==> config.mk <==
export PLATFORM = sky130hd
export DESIGN_NAME = system_watchdog
export DESIGN_NICKNAME = d
export VERILOG_FILES = /design/src/watchdog_pkg.sv /design/src/tick_if.sv /design/src/pulse_divider.sv /design/src/reset_pulse_gen.sv /design/src/system_watchdog.sv
export VERILOG_INCLUDE_DIRS = /design/src
export SDC_FILE = /design/constraint.sdc
export NUM_CORES = 1
export LEC_CHECK = 0
export BUFFER_PORTS_ARGS = -buffer_cell sky130_fd_sc_hd__buf_2
export CAP_MARGIN = 20
export CORE_MARGIN = 4
export CORE_UTILIZATION = 55
export DETAILED_ROUTE_END_ITERATION = 16
export GPL_TIMING_DRIVEN = 1
export HOLD_SLACK_MARGIN = 0.03
export PLACE_DENSITY = 0.8
export SYNTH_ARGS = -nofsm -noshare
export SYNTH_HDL_FRONTEND = slang
export SYNTH_SLANG_ARGS = --single-unit
export TNS_END_PERCENT = 5
==> constraint.sdc <==
create_clock -name aclk -period 3 [get_ports aclk]
set_input_delay 0.15 -clock aclk [delete_from_list [all_inputs] [get_ports aclk]]
set_output_delay 0.15 -clock aclk [all_outputs]
set_load 0.02 [all_outputs]
==> src/watchdog_regs.svh <==
// register map, field positions, reset values and timing counts of the watchdog
// assumes a 250 MHz aclk and a 32-bit AXI4-Lite register port
`ifndef WATCHDOG_REGS_SVH
`define WATCHDOG_REGS_SVH

`define WDT_ADDR_W 8
`define WDT_FACTOR_ADDR 8'h00
`define WDT_UNIT_ADDR 8'h04
`define WDT_STATE_ADDR 8'h08
`define WDT_EVENT_ADDR 8'h0C
`define WDT_MASK_ADDR 8'h10

`define WDT_UNIT_SEC_BIT 0
`define WDT_UNIT_RESET 1'b1
`define WDT_STATE_RUN_BIT 0
`define WDT_STATE_UNIT_BIT 1
`define WDT_STATE_FIRE_BIT 2
`define WDT_EVT_EXPIRED_BIT 0
`define WDT_EVT_TRIGGER_BIT 1
`define WDT_EVT_DISABLE_BIT 2
`define WDT_EVT_W 3
`define WDT_EVENT_RESET 3'h0
`define WDT_MASK_RESET 3'h0
`define WDT_FACTOR_RESET 8'h00

`define WDT_RESP_OKAY 2'h0
`define WDT_RESP_SLVERR 2'h2

`define WDT_CLK_PERIOD_NS 4
`define WDT_UNIT_TIME_NS 1000000000
`define WDT_SECOND_CYCLES (`WDT_UNIT_TIME_NS / `WDT_CLK_PERIOD_NS)
`define WDT_MINUTE_TICKS 60
`define WDT_RST_PULSE_NS 32
`define WDT_RST_PULSE_CYCLES ((`WDT_RST_PULSE_NS + `WDT_CLK_PERIOD_NS - 1) / `WDT_CLK_PERIOD_NS)

`endif

==> src/watchdog_pkg.sv <==
// types shared by the watchdog modules
// assumes nothing of its surroundings
package watchdog_pkg;
    typedef enum logic [2:0] {
        WD_DISABLED = 3'b001,
        WD_COUNTING = 3'b010,
        WD_EXPIRED = 3'b100
    } wd_state_type;
endpackage

==> src/tick_if.sv <==
// carrier between the countdown logic and a tick divider
// assumes one clock domain
`timescale 1ns/100ps
interface tick_if;
    logic clear;
    logic advance;
    logic tick;
    modport source (input clear, input advance, output tick);
    modport sink (output clear, output advance, input tick);
endinterface

==> src/pulse_divider.sv <==
// divides advance pulses by LIMIT into a one-cycle tick
// assumes clear and advance come from the same clock domain
`timescale 1ns/100ps
module pulse_divider #(
    parameter int unsigned LIMIT = 60
) (
    // clock and reset
    input wire logic aclk,
    input wire logic aresetn,
    // tick carrier
    tick_if.source tk
);
    localparam int unsigned W = $clog2(LIMIT + 1);
    logic [W-1:0] cnt_reg;
    logic [W-1:0] cnt_next;
    wire at_end = (cnt_reg == W'(LIMIT - 1));

    assign cnt_next = at_end ? '0 : cnt_reg + 1'b1;
    assign tk.tick = tk.advance && at_end && !tk.clear;

    // restart from zero so a trigger gives a whole unit
    always_ff @(posedge aclk) begin
        if (!aresetn || tk.clear) begin
            cnt_reg <= '0;
        end else if (tk.advance) begin
            cnt_reg <= cnt_next;
        end
    end

    property p_tick_spacing;
        @(posedge aclk) disable iff (!aresetn)
        tk.tick && (LIMIT > 1) |=> !tk.tick;
    endproperty
    a_tick_spacing: assert property (p_tick_spacing) else $error("tick repeated");
endmodule // pulse_divider

==> src/reset_pulse_gen.sv <==
// stretches a one-cycle fire request into a fixed-width reset pulse
// assumes fire is not raised again while the pulse is out
`timescale 1ns/100ps
`include "watchdog_regs.svh"
module reset_pulse_gen #(
    parameter int unsigned CYCLES = `WDT_RST_PULSE_CYCLES
) (
    // clock and reset
    input wire logic aclk,
    input wire logic aresetn,
    // request and pulse
    input wire logic fire,
    output logic active
);
    localparam int unsigned W = $clog2(CYCLES + 1);
    logic [W-1:0] left_reg;

    always_ff @(posedge aclk) begin
        if (!aresetn) begin
            left_reg <= '0;
            active <= 1'b0;
        end else if (fire) begin
            left_reg <= W'(CYCLES - 1);
            active <= 1'b1;
        end else if (left_reg != '0) begin
            left_reg <= left_reg - 1'b1;
        end else begin
            active <= 1'b0;
        end
    end

    property p_pulse_width;
        @(posedge aclk) disable iff (!aresetn)
        $rose(active) |-> active [*8] ##1 !active;
    endproperty
    a_pulse_width: assert property (p_pulse_width) else $error("reset pulse width wrong");
endmodule // reset_pulse_gen

==> src/system_watchdog.sv <==
// programmable system watchdog behind an AXI4-Lite slave port
// assumes one 250 MHz clock, synchronous active-low reset, one master
`timescale 1ns/100ps
`include "watchdog_regs.svh"
module system_watchdog #(
    parameter int unsigned SECOND_CYCLES = `WDT_SECOND_CYCLES
) (
    // clock and reset
    input wire logic aclk,
    input wire logic aresetn,
    // write address channel
    input wire logic [`WDT_ADDR_W-1:0] awaddr,
    input wire logic awvalid,
    output logic awready,
    // write data channel
    input wire logic [31:0] wdata,
    input wire logic [3:0] wstrb,
    input wire logic wvalid,
    output logic wready,
    // write response channel
    output logic [1:0] bresp,
    output logic bvalid,
    input wire logic bready,
    // read address channel
    input wire logic [`WDT_ADDR_W-1:0] araddr,
    input wire logic arvalid,
    output logic arready,
    // read data channel
    output logic [31:0] rdata,
    output logic [1:0] rresp,
    output logic rvalid,
    input wire logic rready,
    // system side
    output logic system_reset,
    output logic activity_led,
    output logic irq
);
    // write channel capture
    logic aw_full_reg;
    logic w_full_reg;
    logic [`WDT_ADDR_W-1:0] waddr_reg;
    logic [31:0] wdata_reg;
    logic [3:0] wstrb_reg;

    assign awready = !aw_full_reg;
    assign wready = !w_full_reg;
    wire aw_take = awvalid && awready;
    wire w_take = wvalid && wready;
    wire do_write = aw_full_reg && w_full_reg && !bvalid;

    always_ff @(posedge aclk) begin
        if (!aresetn) begin
            aw_full_reg <= 1'b0;
            waddr_reg <= '0;
        end else if (aw_take) begin
            aw_full_reg <= 1'b1;
            waddr_reg <= awaddr;
        end else if (do_write) begin
            aw_full_reg <= 1'b0;
        end
    end

    always_ff @(posedge aclk) begin
        if (!aresetn) begin
            w_full_reg <= 1'b0;
            wdata_reg <= '0;
            wstrb_reg <= '0;
        end else if (w_take) begin
            w_full_reg <= 1'b1;
            wdata_reg <= wdata;
            wstrb_reg <= wstrb;
        end else if (do_write) begin
            w_full_reg <= 1'b0;
        end
    end

    // write decode
    wire wsel_factor = (waddr_reg == `WDT_FACTOR_ADDR);
    wire wsel_unit = (waddr_reg == `WDT_UNIT_ADDR);
    wire wsel_state = (waddr_reg == `WDT_STATE_ADDR);
    wire wsel_event = (waddr_reg == `WDT_EVENT_ADDR);
    wire wsel_mask = (waddr_reg == `WDT_MASK_ADDR);
    wire wsel_ok = wsel_factor || wsel_unit || wsel_state || wsel_event || wsel_mask;
    wire lane0 = do_write && wstrb_reg[0];
    wire factor_write = lane0 && wsel_factor;
    wire [7:0] factor_in = wdata_reg[7:0];
    wire trigger_write = factor_write && (factor_in != 8'h00);
    wire zero_write = factor_write && (factor_in == 8'h00);

    always_ff @(posedge aclk) begin
        if (!aresetn) begin
            bvalid <= 1'b0;
            bresp <= `WDT_RESP_OKAY;
        end else if (do_write) begin
            bvalid <= 1'b1;
            bresp <= wsel_ok ? `WDT_RESP_OKAY : `WDT_RESP_SLVERR;
        end else if (bready) begin
            bvalid <= 1'b0;
        end
    end

    // configuration registers
    logic seconds_unit_select;
    logic [`WDT_EVT_W-1:0] mask_reg;

    always_ff @(posedge aclk) begin
        if (!aresetn) begin
            seconds_unit_select <= `WDT_UNIT_RESET;
            mask_reg <= `WDT_MASK_RESET;
        end else begin
            if (lane0 && wsel_unit) begin
                seconds_unit_select <= wdata_reg[`WDT_UNIT_SEC_BIT];
            end
            if (lane0 && wsel_mask) begin
                mask_reg <= wdata_reg[`WDT_EVT_W-1:0];
            end
        end
    end

    // unit tick generation
    tick_if sec_tk();
    tick_if min_tk();
    watchdog_pkg::wd_state_type state_reg;
    watchdog_pkg::wd_state_type state_next;
    wire running = (state_reg == watchdog_pkg::WD_COUNTING);

    assign sec_tk.clear = factor_write || !running;
    assign sec_tk.advance = running;
    assign min_tk.clear = factor_write || !running;
    assign min_tk.advance = sec_tk.tick;

    pulse_divider #(.LIMIT(SECOND_CYCLES)) sec_div (
        .aclk(aclk),
        .aresetn(aresetn),
        .tk(sec_tk.source)
    );

    pulse_divider #(.LIMIT(`WDT_MINUTE_TICKS)) min_div (
        .aclk(aclk),
        .aresetn(aresetn),
        .tk(min_tk.source)
    );

    wire unit_tick = seconds_unit_select ? sec_tk.tick : min_tk.tick;

    // countdown and state
    logic [7:0] count_reg;
    logic [7:0] factor_reg;
    logic fire;
    logic rst_active;
    wire last_unit = running && unit_tick && (count_reg == 8'h01) && !factor_write;

    always_comb begin
        state_next = state_reg;
        case (state_reg)
            watchdog_pkg::WD_DISABLED: begin
                if (trigger_write) begin
                    state_next = watchdog_pkg::WD_COUNTING;
                end
            end
            watchdog_pkg::WD_COUNTING: begin
                if (zero_write) begin
                    state_next = watchdog_pkg::WD_DISABLED;
                end else if (last_unit) begin
                    state_next = watchdog_pkg::WD_EXPIRED;
                end
            end
            watchdog_pkg::WD_EXPIRED: begin
                if (!rst_active && !fire) begin
                    state_next = watchdog_pkg::WD_DISABLED;
                end
            end
            default: begin
                state_next = watchdog_pkg::WD_DISABLED;
            end
        endcase
    end

    assign fire = last_unit;

    always_ff @(posedge aclk) begin
        if (!aresetn) begin
            state_reg <= watchdog_pkg::WD_DISABLED;
        end else begin
            state_reg <= state_next;
        end
    end

    always_ff @(posedge aclk) begin
        if (!aresetn) begin
            count_reg <= `WDT_FACTOR_RESET;
            factor_reg <= `WDT_FACTOR_RESET;
        end else if (trigger_write && !(state_reg == watchdog_pkg::WD_EXPIRED)) begin
            count_reg <= factor_in;
            factor_reg <= factor_in;
        end else if (zero_write) begin
            count_reg <= `WDT_FACTOR_RESET;
        end else if (running && unit_tick) begin
            count_reg <= count_reg - 8'h01;
        end
    end

    reset_pulse_gen #(.CYCLES(`WDT_RST_PULSE_CYCLES)) rst_gen (
        .aclk(aclk),
        .aresetn(aresetn),
        .fire(fire),
        .active(rst_active)
    );

    assign system_reset = rst_active;

    // indicator toggles each second while counting
    always_ff @(posedge aclk) begin
        if (!aresetn || !running) begin
            activity_led <= 1'b0;
        end else if (sec_tk.tick) begin
            activity_led <= !activity_led;
        end
    end

    // read channel
    wire ar_take = arvalid && arready;
    assign arready = !rvalid;
    wire rsel_factor = (araddr == `WDT_FACTOR_ADDR);
    wire rsel_unit = (araddr == `WDT_UNIT_ADDR);
    wire rsel_state = (araddr == `WDT_STATE_ADDR);
    wire rsel_event = (araddr == `WDT_EVENT_ADDR);
    wire rsel_mask = (araddr == `WDT_MASK_ADDR);
    wire event_read = ar_take && rsel_event;
    logic [`WDT_EVT_W-1:0] event_reg;
    logic [31:0] read_mux;
    logic read_ok;

    always_comb begin
        read_mux = 32'h0000_0000;
        read_ok = 1'b1;
        if (rsel_factor) begin
            read_mux = 32'h0000_0000;
        end else if (rsel_unit) begin
            read_mux[`WDT_UNIT_SEC_BIT] = seconds_unit_select;
        end else if (rsel_state) begin
            read_mux[`WDT_STATE_RUN_BIT] = running;
            read_mux[`WDT_STATE_UNIT_BIT] = seconds_unit_select;
            read_mux[`WDT_STATE_FIRE_BIT] = rst_active;
            read_mux[15:8] = count_reg;
            read_mux[23:16] = factor_reg;
        end else if (rsel_event) begin
            read_mux[`WDT_EVT_W-1:0] = event_reg;
        end else if (rsel_mask) begin
            read_mux[`WDT_EVT_W-1:0] = mask_reg;
        end else begin
            read_ok = 1'b0;
        end
    end

    always_ff @(posedge aclk) begin
        if (!aresetn) begin
            rvalid <= 1'b0;
            rdata <= 32'h0000_0000;
            rresp <= `WDT_RESP_OKAY;
        end else if (ar_take) begin
            rvalid <= 1'b1;
            rdata <= read_mux;
            rresp <= read_ok ? `WDT_RESP_OKAY : `WDT_RESP_SLVERR;
        end else if (rready) begin
            rvalid <= 1'b0;
        end
    end

    // sticky events, set beats read clear
    wire [`WDT_EVT_W-1:0] event_set = {zero_write && running, trigger_write, fire};

    always_ff @(posedge aclk) begin
        if (!aresetn) begin
            event_reg <= `WDT_EVENT_RESET;
        end else begin
            event_reg <= (event_read ? `WDT_EVENT_RESET : event_reg) | event_set;
        end
    end

    assign irq = |(event_reg & mask_reg);

    // checks
    property p_reset_disabled;
        @(posedge aclk)
        $past(!aresetn) && aresetn |-> state_reg == watchdog_pkg::WD_DISABLED && !system_reset;
    endproperty
    a_reset_disabled: assert property (p_reset_disabled) else $error("not disabled after reset");

    property p_enable_load;
        @(posedge aclk) disable iff (!aresetn)
        trigger_write && state_reg != watchdog_pkg::WD_EXPIRED
        |=> running && count_reg == $past(factor_in);
    endproperty
    a_enable_load: assert property (p_enable_load) else $error("factor not loaded");

    property p_reload;
        @(posedge aclk) disable iff (!aresetn)
        running && trigger_write |=> factor_reg == $past(factor_in) && !system_reset;
    endproperty
    a_reload: assert property (p_reload) else $error("trigger did not reload");

    property p_zero_disables;
        @(posedge aclk) disable iff (!aresetn)
        zero_write && running |=> state_reg == watchdog_pkg::WD_DISABLED ##1 !rst_active;
    endproperty
    a_zero_disables: assert property (p_zero_disables) else $error("zero write did not stop");

    property p_no_fire_idle;
        @(posedge aclk) disable iff (!aresetn)
        state_reg == watchdog_pkg::WD_DISABLED && !system_reset |=> !system_reset;
    endproperty
    a_no_fire_idle: assert property (p_no_fire_idle) else $error("reset fired while idle");

    property p_expire;
        @(posedge aclk) disable iff (!aresetn)
        last_unit |=> state_reg == watchdog_pkg::WD_EXPIRED && system_reset;
    endproperty
    a_expire: assert property (p_expire) else $error("expiry gave no reset");

    property p_count_step;
        @(posedge aclk) disable iff (!aresetn)
        running && unit_tick && count_reg > 8'h01 && !factor_write
        |=> count_reg == $past(count_reg) - 8'h01;
    endproperty
    a_count_step: assert property (p_count_step) else $error("count step wrong");

    property p_led_steady;
        @(posedge aclk) disable iff (!aresetn)
        !running |=> !activity_led;
    endproperty
    a_led_steady: assert property (p_led_steady) else $error("led lit while disabled");

    property p_minute_unit;
        @(posedge aclk) disable iff (!aresetn)
        !seconds_unit_select && unit_tick |-> sec_tk.tick;
    endproperty
    a_minute_unit: assert property (p_minute_unit) else $error("minute tick off second");

    c_enable: cover property (@(posedge aclk) disable iff (!aresetn) trigger_write && !running);
    c_retrigger: cover property (@(posedge aclk) disable iff (!aresetn) trigger_write && running);
    c_expire: cover property (@(posedge aclk) disable iff (!aresetn) $rose(system_reset));
    c_disable: cover property (@(posedge aclk) disable iff (!aresetn) zero_write && running);
endmodule // system_watchdog

==> results of run 1 <==
==> per-stage QoR <==
step                      setup WS, ns  cell area [sq um]  total power (uW)  std cells  utilization (%)
after global placement           0.470               5300              1820        741             60.1
after global routing             0.149               5680              2810        776             64.5
after floorplan                  0.728               5070              1780        612                -
after CTS                        0.379               5670              2690        775             64.4
final                            0.352               5680              2680        776             64.5
after detailed placement         0.394               5300              1840        741             60.1
==> final timing paths <==
kind,to,slack [ns],cells after the start
setup reg to reg,state_reg[1],0.35,6
hold reg to reg,factor_reg[1],0.47,2
hold / removal,rvalid,0.06,3
setup / recovery,state_reg[1],0.35,6
==> tightest hold or removal path, cell delays in order <==
cell,delay (ns)
buf_2,0.11
nor2_1,0.08
a211oi_1,0.05
==> cell usage after synthesis (4+ instances only) <==
cell	number
nor3_1	21
nor3b_1	6
and3_1	8
clkbuf_1	22
ha_1	6
and4_1	7
xor2_1	11
or4_1	8
nand2_1	57
nand3_1	21
xnor2_1	17
mux2i_1	15
nor4_1	9
a22oi_1	22
o21ai_0	20
o211ai_1	6
or3_1	7
inv_1	15
a21oi_1	36
nand4_1	15
nor2_1	87
buf_4	15
nor2b_1	4
dfxtp_1	108
==> power by group through the flow <==
stage               Clock, uW  Sequential [uW]  Combinational, uW
floorplan                   0             1540                238
global placement            0             1550                277
detailed placement          0             1550                290
CTS                       860             1520                310
global route              926             1530                353
finish                    843             1520                314
==> cell type report <==
class / instances / area (sq um)
fill: 758 / 3130
multi-input combinational: 444 / 2600
sequential: 108 / 2160
timing repair buffer: 86 / 546
tap: 108 / 135
clock buffer: 9 / 124
clock inverter: 6 / 57.6
inverter: 15 / 56.3
==> metal layers <==
layer / up-vias / wire [um] / GRT usage [%]
met5: - / 0 / 0
met4: 0 / 228 / 7.37
met3: 21 / 554 / 4.96
met2: 131 / 6420 / 41.4
met1: 2210 / 5010 / 28.4
li1: 2233 / - / -
==> cell usage in the layout (no fill, tap or decap), types with 11 or more instances in the layout <==
cell type        n
dfxtp_1        108
nor2_1          87
buf_2           60
nand2_1         57
a21oi_1         36
a22oi_1         22
nand3_1         21
nor3_1          21
o21ai_0         20
dlygate4sd3_1   20
xnor2_1         17
nand4_1         15
mux2i_1         15
conb_1          15
inv_1           14
xor2_1          11
==> kinds of logic after synthesis <==
logic type	synth area share, %
simple gates	27.5
compound gates	13.8
flops	43.1
buf+inv	6.14
xor+xnor	4.89
mux	2.99
fa+ha+maj	1.50
other cells	0.0748
==> timing repair <==
item,CTS,global route
endpoints found under the hold margin,19,1
hold buffers,19,1
resized for setup,0,0
buffers inserted,0,0
setup endpoints to repair,0,0
==> metrics.md, run 1 <==
| Metric | Value |
|---|---|
| GRT Util Overall | 23.4% |
| Initial core utilization | 56.9% |
| Worst slew pin tran | 1.07 ns |
| CP Cell Sequence | ha_1 > or4bb_1 > nor4_1 > o2111a_1 > nand4_1 > a32o_1 |
| Required @ worst endpoint | 3.27 ns |
| Async SR Flop Fraction | 0% |
| Ant. Diodes | 0 |
| Initial antenna violation count | 0 |
| Number of synthesized register bits | 108 |
| Die ar. | 10700 sq um |
| Status | finished, final reports clean |
| Sw Pwr | 747 uW |
| Slew Viols, Final | 0 |
| Clk_skew | 0.0149 ns |
| Port bufs | 60 |
| Logic pwr share | 11.7% |
| Reg power frac | 56.8% |
| Hold WS | 0.0637 ns |
| Sequential element share of the synthesized area | 43.1% |
| Longest Clk Path Bufs | 2 |
| Layout cell share with drive strength beyond 1 | 13.6% |
| R2r startpoint | sec_div.cnt_reg[0] |
| Minimum clock period | 2.65 ns |
| Routed len/inst | 15.7 um |
| Synth Warn # | 0 |
| Power per cell area | 471 nW/um^2 |
| TritonCTS clock tree | built |
| Crit path launch | sec_div.cnt_reg[0] |
| CTS clk-pin slew, worst paths | 0.10 ns |
| Starting DRT DRC Count | 195 |
| CTS root buf | clkbuf_8 |
| Synthesized area | 5010 sq um |
| Leakage | 0.00209 uW |
| Synth Flop Type | dfxtp_1 |
| CP Buf/Inv Count | 0 |
| Routed via count | 4595 |
| Setup violations, final | 0 |
| Crit path max-delay family | simple AND/OR/NAND/NOR gates |
| Switching share of power | 27.9% |
| First-pass GRT wire length | 20200 um |
| Residual DRC | 0 |
| I/O Pins | 103 |
| Syn Inst Count | 598 |
| DRT Pass-1 Iters | 5 |
| DP HPWL | 8260 um |
| Gpl congestion | 0.858 |
| Remaining antenna violation count | 0 |
| Crit. End Element | register |
| Area grow syn2layout | 13.2% |
| H-tree levels | 3 |
| Fin nets | 729 |
| Setup TNS | 0 ns |
| Relative slew slack | 28.6% |
| Via-to-Cell Ratio | 5.92 |
| Clk pwr share | 31.5% |
| CTS buffer count | 9 |
| Max reg flops | 28 |
| EDFF count, synth | 0 |
| WL final | 12200 um |
| Distinct cells, synth | 58 |
| CP startpoint kind | register |
| Final Hold Viols | 0 |
| Max Cap Violations | 0 |
| Largest net degree at the start of global routing | 66 |
| Synth area leader | dfxtp_1 |
| Hold wc startpoint | arvalid |
| CP max stage cell | or4bb_1 |
| Die X | 103 um |
| Syn_area_per_cell | 8.39 sq um |
| Worst hold path class | in2reg |
| Largest cells by area after synthesis | dfxtp_1 (43%), nor2_1 (6.5%), nand2_1 (4.3%) |
| Internal power | 1930 uW |
| Arrival @ worst endpoint | 2.92 ns |
| CP Max Fanout | 8 |
| Die Span Y | 103 um |
| Fmax | 378 MHz |
| Clock Sinks | 108 |
| Core area | 8810 sq um |
| Period utilization | 88.3% |
| Critical Path Max Stage Delay | 0.49 ns |
| Vias in the first global route | 4410 |
| Total global routing overflow | 0 |
| Max IR drop VDD | 326 uV |
| Clock Latency Late Sink | 0.38 ns |
| # rows | 34 |
| WS Path Type | reg2reg |
| RSZ-0062 raised after global routing | false |
| Yosys top cell area share | 43.1% |
No activity file was read; power rests on OpenSTA's default activity.
==> run 2: changes to the inputs <==
--- a/config.mk
+++ b/config.mk
@@ -14,6 +14,7 @@
 export GPL_TIMING_DRIVEN = 1
 export HOLD_SLACK_MARGIN = 0.03
 export PLACE_DENSITY = 0.8
+export RECOVER_POWER = 100
 export SYNTH_ARGS = -nofsm -noshare
 export SYNTH_HDL_FRONTEND = slang
 export SYNTH_SLANG_ARGS = --single-unit
==> run 2 against run 1 <==
Against the previous run: the flow now finishes with violations (max-capacitance violations, max-slew violations); register-to-register slack gained 0.03 ns; combinational power shrank 1%; die area is the same; cell count is the same; largest cell class unchanged.
==> metrics.md, run 2 (same netlist as run 1, synthesis figures left out) <==
| Metric | Value |
|---|---|
| Status | complete, but fails checks |
| Failing checks | max-capacitance violations, max-slew violations |
| First-pass GRT wire length | 20200 um (unchanged) |
| Die ar. | 10700 sq um (unchanged) |
| CTS buffer count | 9 (unchanged) |
| Longest Clk Path Bufs | 2 (unchanged) |
| Filler cells | 779 (+2.8%) |
| Initial core utilization | 56.9% (unchanged) |
| Total global routing overflow | 0 (unchanged) |
| Routed via count | 4565 (-0.65%) |
| Largest net degree at the start of global routing | 66 (unchanged) |
| Setup TNS | 0 ns (unchanged) |
| DRT Pass-1 Iters | 5 (unchanged) |
| TritonCTS clock tree | built |
| Final Hold Viols | 0 (unchanged) |
| Clock Sinks | 108 (unchanged) |
| Layout cell share with drive strength beyond 1 | 8.53% (-5.1 points) |
| R2r startpoint | waddr_reg[1] |
| Required @ worst endpoint | 3.32 ns (+0.05 ns) |
| Setup violations, final | 0 (unchanged) |
| Final Cell Area | 5630 sq um (-0.88%) |
| Hold wc startpoint | arvalid |
| Clk_skew | 0.0147 ns (-0.000209 ns) |
| R2R depth | 6 (unchanged) |
| Placed cell area | 5300 sq um (unchanged) |
| Power per cell area | 475 nW/um^2 (+0.72%) |
| Routed len/inst | 15.7 um (-0.21%) |
| Slew Viols, Final | 66 (+66) |
| CTS clk-pin slew, worst paths | 0.11 ns (about the same) |
| Post-Layout Cell Count | 776 (unchanged) |
| DP Cell Count | 741 (unchanged) |
| Leakage | 0.00196 uW (-5.9%) |
| Via-to-Cell Ratio | 5.88 (-0.65%) |
| Total power | 2670 uW (-0.16%) |
| Max IR drop VDD | 325 uV (-0.33%) |
| Crit path capture | count_reg[5] |
| Gpl congestion | 0.858 (unchanged) |
| DP HPWL | 8260 um (unchanged) |
| GRT Util Overall | 23.4% (unchanged) |
| Worst hold path class | in2reg |
| Vias in the first global route | 4410 (unchanged) |
| Fin nets | 729 (unchanged) |
| Core area | 8810 sq um (unchanged) |
| Worst slew pin tran | 1.95 ns (+0.885 ns) |
| Crit. End Element | register |
| Minimum clock period | 2.62 ns (-0.0271 ns) |
| CTS root buf | clkbuf_8 |
| Arrival @ worst endpoint | 2.94 ns (+0.02 ns) |
| Port bufs | 60 (unchanged) |
| WL final | 12200 um (-0.21%) |
| RSZ-0062 raised after global routing | false |
| H-tree levels | 3 (unchanged) |
| Flop2flop setup slack | 0.38 ns (+0.03 ns) |
| Initial antenna violation count | 0 (unchanged) |
| Residual DRC | 0 (unchanged) |
| Finished Core Util | 63.9% (-0.57 points) |
| Starting DRT DRC Count | 197 (+1.0%) |
| Clock Latency Late Sink | 0.37 ns (about the same) |
| Relative slew slack | -30.4% (-59 points) |
| Area grow syn2layout | 12.2% |
| Ant. Diodes | 0 (unchanged) |
| CP startpoint kind | register |
| Fmax | 382 MHz (+1.0%) |
| Period utilization | 87.3% (-0.91 points) |
| Max Cap Violations | 1 (+1) |
| Post CTS Setup Buffer Count | 0 (unchanged) |
| Die Span Y | 103 um (unchanged) |
| Crit path launch | waddr_reg[1] |
| # rows | 34 (unchanged) |
| Die X | 103 um (unchanged) |
| I/O Pins | 103 (unchanged) |
| Reg-to-Reg End | count_reg[5] |
| Most common cell after layout, fill and taps aside | dfxtp_1 |
| CP Max Fanout | 20 (+12) |
| WS Path Type | reg2reg |
| Max reg flops | 28 (unchanged) |
| Remaining antenna violation count | 0 (unchanged) |
| Most frequent cells in the layout | dfxtp_1 (108), nor2_1 (88), nand2_1 (57) |
==> run 2: worst min path at each step <==
stage,depth (start not counted),endpoint,slack [ns]
floorplan,1,rvalid,0.25
detailed placement,2,rvalid,0.35
global placement,2,rvalid,0.33
CTS,3,waddr_reg[6],0.04
global route,4,bvalid,0.09
finish,3,rvalid,0.06
==> run 2: metrics by stage <==
stage / hold WS (ns) / setup slack, ns
after global placement: 0.334 / 0.470
after detailed placement: 0.348 / 0.394
after global routing: 0.0884 / 0.151
after floorplan: 0.250 / 0.728
final: 0.0631 / 0.380
after CTS: 0.0393 / 0.379
==> run 2: what timing repair did <==
item                                   in CTS  in global routing
hold buffers                               19                  1
endpoints found under the hold margin      19                  1
resized for setup                           0                  0
==> run 2: critical path: stages (launching register included) <==
cell	delay [ns]
dfxtp_1	0.33
or4_1	0.61
or4_4	0.69
o2111a_1	0.20
clkbuf_2	0.20
or3_1	0.42
nand3_1	0.10
==> run 2: report_power, final <==
part / switching, uW / internal [uW]
Clock: 525 / 317
Sequential: 40.8 / 1480
Combinational: 180 / 130
Total: 746 / 1930
==> run 2: metal layers <==
| metal | vias to the layer above | part of all wire [%] | track usage, % |
|---|---|---|---|
| met4 | 0 | 1.7 | 7.37 |
| met1 | 2171 | 41 | 28.4 |
| met5 | - | 0 | 0 |
| met2 | 143 | 52 | 41.4 |
| li1 | 2231 | - | - |
| met3 | 20 | 4.7 | 4.96 |
==> run 2: final cells by class <==
| class | count | area, sq um | share of cell area (%) |
|---|---|---|---|
| well taps | 108 | 135 | 2.40 |
| clock inverters | 6 | 57.6 | 1.02 |
| multi-input cells | 444 | 2590 | 46.0 |
| clock buffers | 9 | 124 | 2.20 |
| inverters | 15 | 56.3 | 1.00 |
| repair buffers | 86 | 505 | 8.98 |
| flip-flops and latches | 108 | 2160 | 38.4 |
